**config.mk**
```make
export PLATFORM = sky130hd
export DESIGN_NAME = pse_event_summary_mask
export DESIGN_NICKNAME = d
export VERILOG_FILES = /design/src/core/pse_event_pkg.sv /design/src/core/event_gate_if.sv /design/src/core/pse_event_summary_mask.sv /design/src/core/event_pin_gate.sv
export VERILOG_INCLUDE_DIRS = /design/src /design/src/core
export SDC_FILE = /design/constraint.sdc
export NUM_CORES = 1
export LEC_CHECK = 0
export BUFFER_PORTS_ARGS = -buffer_cell sky130_fd_sc_hd__buf_4
export CORE_MARGIN = 3
export CORE_UTILIZATION = 35
export DETAILED_ROUTE_END_ITERATION = 10
export GPL_ROUTABILITY_DRIVEN = 0
export PLACE_DENSITY_LB_ADDON = 0.1
export SYNTH_ARGS = -nofsm -noshare
export SYNTH_HDL_FRONTEND = slang
export SYNTH_HIERARCHICAL = 1
export SYNTH_SLANG_ARGS = --single-unit
```
**constraint.sdc**
```tcl
create_clock -name core_clk -period 2.2 [get_ports core_clk]
set_clock_uncertainty 0.15 [all_clocks]
set_input_delay 0 -clock core_clk [delete_from_list [all_inputs] [get_ports core_clk]]
set_output_delay 0 -clock core_clk [all_outputs]
set_load 0.05 [all_outputs]
```
**src/core/pse_event_map.svh**
```systemverilog
// register map and field layout of the event summary and mask block
`ifndef PSE_EVENT_MAP_SVH
`define PSE_EVENT_MAP_SVH

`define CMD_EVENT_SUMMARY 8'h00
`define CMD_EVENT_MASK 8'h01

`define SUMMARY_RESET 8'h80
`define MASK_RESET 8'h80
`define READ_UNMAPPED 8'h00

`define BIT_SUPPLY 7
`define BIT_STARTUP 6
`define BIT_OVERCURRENT 5
`define BIT_CLASS 4
`define BIT_DETECT 3
`define BIT_DISCONNECT 2
`define BIT_POWER_GOOD 1
`define BIT_POWER_ENABLE 0

`endif

```
**src/core/pse_event_pkg.sv**
```systemverilog
// types shared by the event summary and mask block
package pse_event_pkg;
  typedef logic [7:0] event_byte_t;
  typedef logic [3:0] port_flags_t;
endpackage

```
**src/core/event_gate_if.sv**
```systemverilog
// carrier between the summary register and the event pin gate
`timescale 1ns/1ps
`default_nettype none
interface event_gate_if;
  logic [7:0] summary;
  logic [7:0] mask;
  logic global_en;
  logic request;
  modport gate (input summary, input mask, input global_en, output request);
  modport owner (output summary, output mask, output global_en, input request);
endinterface
`default_nettype wire

```
**src/core/pse_event_summary_mask.sv**
```systemverilog
// event summary register, mask register and event pin driver
`timescale 1ns/1ps
`default_nettype none
`include "pse_event_map.svh"
module pse_event_summary_mask
  import pse_event_pkg::*;
(
  input wire logic core_clk,
  input wire logic rst_b,
  input wire logic thermal_shutdown_flag,
  input wire logic logic_supply_undervolt_flag,
  input wire logic power_supply_undervolt_flag,
  input wire logic supply_event_clear,
  input wire logic clear_all_events,
  input wire port_flags_t port_startup_timeout_flag,
  input wire port_flags_t port_overload_cutoff_flag,
  input wire port_flags_t port_current_limit_flag,
  input wire port_flags_t port_class_cycle_flag,
  input wire port_flags_t port_detect_cycle_flag,
  input wire port_flags_t port_disconnect_flag,
  input wire port_flags_t port_power_good_change_flag,
  input wire port_flags_t port_power_enable_change_flag,
  input wire logic event_output_global_enable,
  input wire logic cmd_read,
  input wire logic cmd_write,
  input wire logic [7:0] cmd_code,
  input wire logic [7:0] cmd_wdata,
  output logic [7:0] cmd_rdata_q,
  output logic cmd_rvalid_q,
  output logic event_n_q
);
  event_byte_t summary_q;
  event_byte_t summary_d;
  event_byte_t event_mask_q;
  logic supply_any;
  event_gate_if gif ();

  assign supply_any = thermal_shutdown_flag | logic_supply_undervolt_flag
                    | power_supply_undervolt_flag;

  // per-port flags are sticky upstream and cleared there by the
  // clear-on-read accesses, so the port bits simply follow their OR;
  // the supply bit has to hold on its own to honour its reset value of 1
  always_comb begin
    summary_d = summary_q;
    // set beats the clear when a new supply fault lands on it
    if (supply_any) begin
      summary_d[`BIT_SUPPLY] = 1'b1;
    end else if (supply_event_clear || clear_all_events) begin
      summary_d[`BIT_SUPPLY] = 1'b0;
    end
    summary_d[`BIT_STARTUP] = |port_startup_timeout_flag;
    summary_d[`BIT_OVERCURRENT] = |port_overload_cutoff_flag
                                | |port_current_limit_flag;
    summary_d[`BIT_CLASS] = |port_class_cycle_flag;
    summary_d[`BIT_DETECT] = |port_detect_cycle_flag;
    summary_d[`BIT_DISCONNECT] = |port_disconnect_flag;
    summary_d[`BIT_POWER_GOOD] = |port_power_good_change_flag;
    summary_d[`BIT_POWER_ENABLE] = |port_power_enable_change_flag;
  end

  // the summary never looks at the mask
  always_ff @(posedge core_clk or negedge rst_b) begin
    if (!rst_b) begin
      summary_q <= `SUMMARY_RESET;
    end else begin
      summary_q <= summary_d;
    end
  end

  // a read in the same cycle as a write still sees the old mask
  always_ff @(posedge core_clk or negedge rst_b) begin
    if (!rst_b) begin
      event_mask_q <= `MASK_RESET;
    end else if (cmd_write && cmd_code == `CMD_EVENT_MASK) begin
      event_mask_q <= cmd_wdata;
    end
  end

  // writes to the summary code fall on nothing: it is read-only
  // rvalid follows every read, mapped or not, so the host never waits
  always_ff @(posedge core_clk or negedge rst_b) begin
    if (!rst_b) begin
      cmd_rdata_q <= `READ_UNMAPPED;
      cmd_rvalid_q <= 1'b0;
    end else begin
      cmd_rvalid_q <= cmd_read;
      if (cmd_read) begin
        unique case (cmd_code)
          `CMD_EVENT_SUMMARY: cmd_rdata_q <= summary_q;
          `CMD_EVENT_MASK: cmd_rdata_q <= event_mask_q;
          default: cmd_rdata_q <= `READ_UNMAPPED;
        endcase
      end
    end
  end

  assign gif.summary = summary_q;
  assign gif.mask = event_mask_q;
  assign gif.global_en = event_output_global_enable;

  // the gate is pure logic; the flop below is the only pin driver
  event_pin_gate #(.WIDTH(8)) u_gate (
    .gif(gif)
  );

  // registered so the pin never glitches while the OR tree settles;
  // the cost is one extra cycle of latency on assert and release
  always_ff @(posedge core_clk or negedge rst_b) begin
    if (!rst_b) begin
      event_n_q <= 1'b1;
    end else begin
      event_n_q <= ~gif.request;
    end
  end
endmodule
`default_nettype wire

```
**src/core/event_pin_gate.sv**
```systemverilog
// masked and globally enabled OR of the summary bits
`timescale 1ns/1ps
`default_nettype none
module event_pin_gate #(
  parameter int WIDTH = 8
) (
  event_gate_if.gate gif
);
  logic [WIDTH-1:0] masked;

  // a zero mask bit keeps its event off the pin
  assign masked = gif.summary[WIDTH-1:0] & gif.mask[WIDTH-1:0];
  // pin request needs the global enable as well
  assign gif.request = (|masked) & gif.global_en;
endmodule
`default_nettype wire

```
; Word-level counts from Yosys, hierarchy flattened
; Cells that the tools add are included.
[op_classes]
eq_ne = 1
n_reduce_logical = 13
n_bitwise = 6
mux = 3
[op_table]
columns = op, count
row1 = OR reduction 4 bit, 8
row2 = one-hot mux 8 bit (2 select lines), 1
row3 = bitwise AND 8 bit, 1
row4 = equality test 8 x 1 -> 1 bit (second input constant), 1
row5 = logical NOT 8 bit, 1
row6 = OR reduction 8 bit, 1
row7 = bitwise OR 1 bit, 3
row8 = 2-to-1 mux 1 bit, 2
row9 = nonzero test 2 bit, 1
row10 = bitwise AND 1 bit, 1
row11 = logical AND 1 bit, 1
row12 = logical OR 1 bit, 1
row13 = inverter 1 bit, 1
[totals]
reg_bits = 26
inputBits = 58
word_cells = 29
output_inout_bits = 10

; Longest topological paths before layout
[logic_depth]
depth_word = 4
mapped_depth = 4
mapped_depth_nobuf = 3

; Cells and area by module
; Netlist, hierarchy kept.
[by_module_without_submodules]
columns = module, area_each_um2, seq_area_each_um2, instances, cells_per_inst
row1 = pse_event_summary_mask, 1074.8, 654.4, 1, 86
row2 = event_pin_gate, 42.5, 0.0, 1, 6

; Least setup slack after synthesis
; Ideal clock, no wire load.
[synth_path]
path_kind = in2reg
from = input port cmd_code[7]
to = register event_mask_q[0]
arrival_time_ns = 0.927
stages = 4
setup_ns = 0.127
n_path_buf = 1
setup_slack_ns = 0.996
required_time_ns = 1.923
cell_sequence = nor4_2 and4_1 buf_4 mux2_1
[synth_between]
elab_chain_cells = 2
[synth_lines]
columns = element, line_no
row1 = start: declaration, pse_event_summary_mask.sv:26  ; input wire logic [7:0] cmd_code,
row2 = equality test 8 x 1 -> 1 bit, n/a
row3 = logical AND 1 bit (no line), n/a
row4 = end signal: assignment, pse_event_summary_mask.sv:74  ; event_mask_q <= `MASK_RESET;
row5 = end signal: assignment, pse_event_summary_mask.sv:76  ; event_mask_q <= cmd_wdata;
row6 = end: declaration, pse_event_summary_mask.sv:34  ; event_byte_t event_mask_q;
; Every way passes these cells.
; A chain may end at the register's enable or synchronous reset.

; Worst setup path in the final report
[layout_path]
from = input port port_overload_cutoff_flag[2]
to = register summary_q[5] (netlist: gif.summary[5])
[layout_between]
elab_chain_cells = 2
[layout_lines]
columns = element, line_no
row1 = start: declaration, pse_event_summary_mask.sv:16  ; input wire port_flags_t port_overload_cutoff_flag,
row2 = OR reduction 4 bit, pse_event_summary_mask.sv:53  ; summary_d[`BIT_OVERCURRENT] = |port_overload_cutoff_flag
row3 = bitwise OR 1 bit, pse_event_summary_mask.sv:54  ; | |port_current_limit_flag;
row4 = net summary_d[5], pse_event_summary_mask.sv:33  ; event_byte_t summary_d;
row5 = end signal: assignment, pse_event_summary_mask.sv:65  ; summary_q <= `SUMMARY_RESET;
row6 = end signal: assignment, pse_event_summary_mask.sv:67  ; summary_q <= summary_d;
row7 = end: declaration, pse_event_summary_mask.sv:32  ; event_byte_t summary_q;
; The timed path passes the listed nets, and every way through them passes these cells.

==> results.txt <==
----------------------------------------------------
[Status]
  Status ... completed

[Die]
  Starting utilization of the core area ... 38.5%
  Die outline width ... around 63 µm
  Height of the die ... 62.5 µm
  Die outline area ... 3910 µm²
  Placeable core area ... 2900 µm²
  Number of rows created at floorplan ... 19
  I/O pin count ... 68

[Timing]
  Setup repair after global routing missed its margin ... false
  Worst max-slew margin expressed relative to the limit ... 32.4%
  Final setup slack of the worst path ... 230 ps
  Total Negative Setup Slacks ... 0 ps
  Total count of hold-check failures in the final report ... 0
  Share of the cycle needed by the critical path after routing ... between 80% and 90%
  Measured slew at the worst slew-check pin ... 1010 ps
  Number of max-slew violations in the final report ... 0
  Final setup violation count ... 0
  Max Clock Freq ... 508 MHz
  Minimum period implied by the final worst setup slack ... 1970 ps

[Clocking]
  # clock sinks ... 26
  Hold-fix buffers at CTS ... 29
  Root cell of the clock tree ... sky130_fd_sc_hd__clkbuf_4
  CTS buffer count ... 3
  H-Tree Depth ... 1
  Clock latency reported for the late side of the worst-skew pair ... slightly above 300 ps
  Clock tree from TritonCTS ... done
  Clock input transition at the sequential cells of the worst setup and hold paths ... 140 ps
  Resized Gates After CTS ... 0
  Number of buffers between clock root and the deepest sink ... 2
  Number of buffers inserted to repair setup after CTS ... 0

[Yosys]
  Yosys warnings ... 6
  Average size of a mapped cell ... 12.1 µm²
  Post-synthesis cell area ... 1120 µm²
  Sequential fraction of the synthesis area ... roughly three fifths
  Distinct cell type count after synthesis ... 18
  Net Count, Synth ... 150
  Post-synthesis instance total ... 92
  Total of flip-flops plus latches after synthesis ... 26

[Placement]
  DP Cell Count ... 197
  Post-Place Worst Slack ... just over 600 ps
  DP Wirelength ... about 2.0 mm
  Total of buffers placed on input and output ports ... 67
  Area of placed instances ... 1650 µm²

[Critical path]
  Required time at the endpoint of the critical path ... 2250 ps
  Crit Reg-Reg Endpoint ... gif.summary[7]
  Startpoint of the lowest-slack register-to-register path ... gif.summary[7]
  Cell with the biggest individual delay on the critical path ... sky130_fd_sc_hd__dlygate4sd3_1
  Setup crit start kind ... input pin
  Top fanout value on the critical path ... 1
  Critical path buffers and inverters ... 4
  Worst reg2reg setup slack ... 490 ps
  Depth of the worst register-to-register path ... 3
  Endpoint type of the worst setup path ... flop
  Slowest cell delay on critical path ... just under 600 ps
  Most prevalent standard cell on the critical path ... sky130_fd_sc_hd__dlygate4sd3_1
  Top Family by Delay on Critical Path ... buffers and inverters
  CP Data Arrival Time ... 2020 ps
  Setup Crit Path Kind ... in2reg
  Critical path cell sequence ... dlygate4sd3_1 -> buf_4 -> nor4_1 -> dlygate4sd3_1 -> nand2_1 -> dlygate4sd3_1

[Pwr]
  Ratio of total power to cell area ... 467 nW/µm²
  Peak VDD IR ... roughly 0.24 mV
  Static leakage ... 0.000904 µW

[Routing]
  Vias after detailed routing ... between 1k and 1.5k
  DRC violations left ... 0
  Number of iterations in the first detailed-routing pass ... 4
  DRT iter0 DRCs ... 28
  Antenna Violating Nets Remaining ... 0
  Routed wire per std cell ... 12.0 µm
  Vias per inst ... roughly 4.6
  Post-detailed-routing wire length ... 2.77 mm

[Final layout]
  Final Cell Area ... 1980 µm²
  Nets ... 247
  Highest-count cells in the layout ignoring fill and taps ... sky130_fd_sc_hd__buf_4, sky130_fd_sc_hd__dlygate4sd3_1, sky130_fd_sc_hd__dfrtp_1
  Fraction of final layout cells sized beyond drive strength 1 ... ~44%
  Inserted Diodes ... 0
  Final cell count without fillers ... between 200 and 250
  Area growth syn-to-layout ... 77.2%
  Most common cell after layout, fill and taps aside ... sky130_fd_sc_hd__buf_4

[Hold path]
  Worst Hold Launch ... cmd_code[2]
  Hold path cells ... 4
  Capture endpoint of the worst hold path ... cmd_rdata_q[4]
  Class of the most critical hold timing path ... in2reg

[Global routing]
  Antenna violations before repair ... 0
  Overflow left after global routing ... 0
  Global-route wire length before repair ... around 4.7 mm
  Vias in the first global route ... approximately 1.1k
  Largest net degree at the start of global routing ... 24
  Global router's overall resource usage ... between 10% and 20%

[Run]
  Maximum Capacitance Violations ... 0

----------------------------------------------------
-- per-stage QoR --
step           hold WS [ps]  util [%]  total power (µW)
2_1_floorplan          -446         -               568
3_3_place_gp           -228      57.0               663
3_5_place_dp           -223      57.0               668
4_1_cts                11.3      68.2               940
5_1_grt                18.5      68.2               976
6_report               17.4      68.2               924
-- power by group --
part | switching (µW) | total (µW) | internal [µW]
registers | 8.04 | 504 | 496
clock network | 132 | 233 | 101
logic | 65.4 | 187 | 122
total | 206 | 924 | 718
-- state kept, by name, indices dropped and copies added, names as in the netlist --
signal        flops
cmd_rvalid_q      1
event_mask_q      8
event_n_q         1
cmd_rdata_q       8
gif.summary       8
-- synth_stat cells --
cell type	n	area, µm²
sky130_fd_sc_hd__dfstp_2	3	78.8
sky130_fd_sc_hd__nor3_1	1	5.00
sky130_fd_sc_hd__nand2_1	10	37.5
sky130_fd_sc_hd__clkbuf_1	2	7.51
sky130_fd_sc_hd__nor3b_1	1	7.51
sky130_fd_sc_hd__a22oi_1	4	30.0
sky130_fd_sc_hd__inv_1	10	37.5
sky130_fd_sc_hd__and4_1	1	8.76
sky130_fd_sc_hd__nor4_1	2	12.5
sky130_fd_sc_hd__dfrtp_1	23	576
sky130_fd_sc_hd__a41oi_1	1	8.76
sky130_fd_sc_hd__mux2_1	8	90.1
sky130_fd_sc_hd__or4_1	7	52.6
sky130_fd_sc_hd__buf_2	1	5.00
sky130_fd_sc_hd__nor4_2	1	12.5
sky130_fd_sc_hd__buf_4	1	7.51
sky130_fd_sc_hd__o22ai_1	8	50.1
sky130_fd_sc_hd__mux2_2	8	90.1
-- metal layers --
metal / wire length (µm) / GRT usage, % / part of all wire, %
met3: 235 / 2.88 / 8.5
met2: 1400 / 27.8 / 51
met1: 1120 / 16.5 / 40
met5: 0 / 0 / 0
met4: 13 / 3.31 / 0.47
-- logic make-up (layout without fill, tap and decap cells) --
family	count (synthesis)	count (layout)	synth area share, %
flops	26	26	58.6
simple gates	23	23	12.2
mux	16	16	16.1
buf+inv	14	110	5.15
compound gates	13	13	7.95
-- worst reg2reg max path: stages (launching register included) --
cell,delay [ps]
sky130_fd_sc_hd__dfstp_2,400
sky130_fd_sc_hd__nor3b_1,130
sky130_fd_sc_hd__or4_1,390
sky130_fd_sc_hd__dlygate4sd3_1,580
-- worst max path at each step --
stage	depth (start not counted)	start	slack (ps)	to
after detailed placement	4	cmd_code[7]	620	event_mask_q[6]
after global routing	6	port_overload_cutoff_flag[2]	150	gif.summary[5]
after global placement	4	cmd_code[7]	680	event_mask_q[1]
after floorplan	4	cmd_code[7]	1000	event_mask_q[0]
final	6	port_overload_cutoff_flag[2]	230	gif.summary[5]
after CTS	6	port_overload_cutoff_flag[2]	290	gif.summary[5]
-- final cells by class --
cell class                      count  area (µm²)
Fill cell                         237         921
Timing Repair Buffer               96         793
Sequential cell                    26         654
Multi-Input combinational cell     52         405
Tap cell                           42        52.6
Inverter                           10        37.5
Clock buffer                        4        36.3
(Power assumes the default switching activity.)
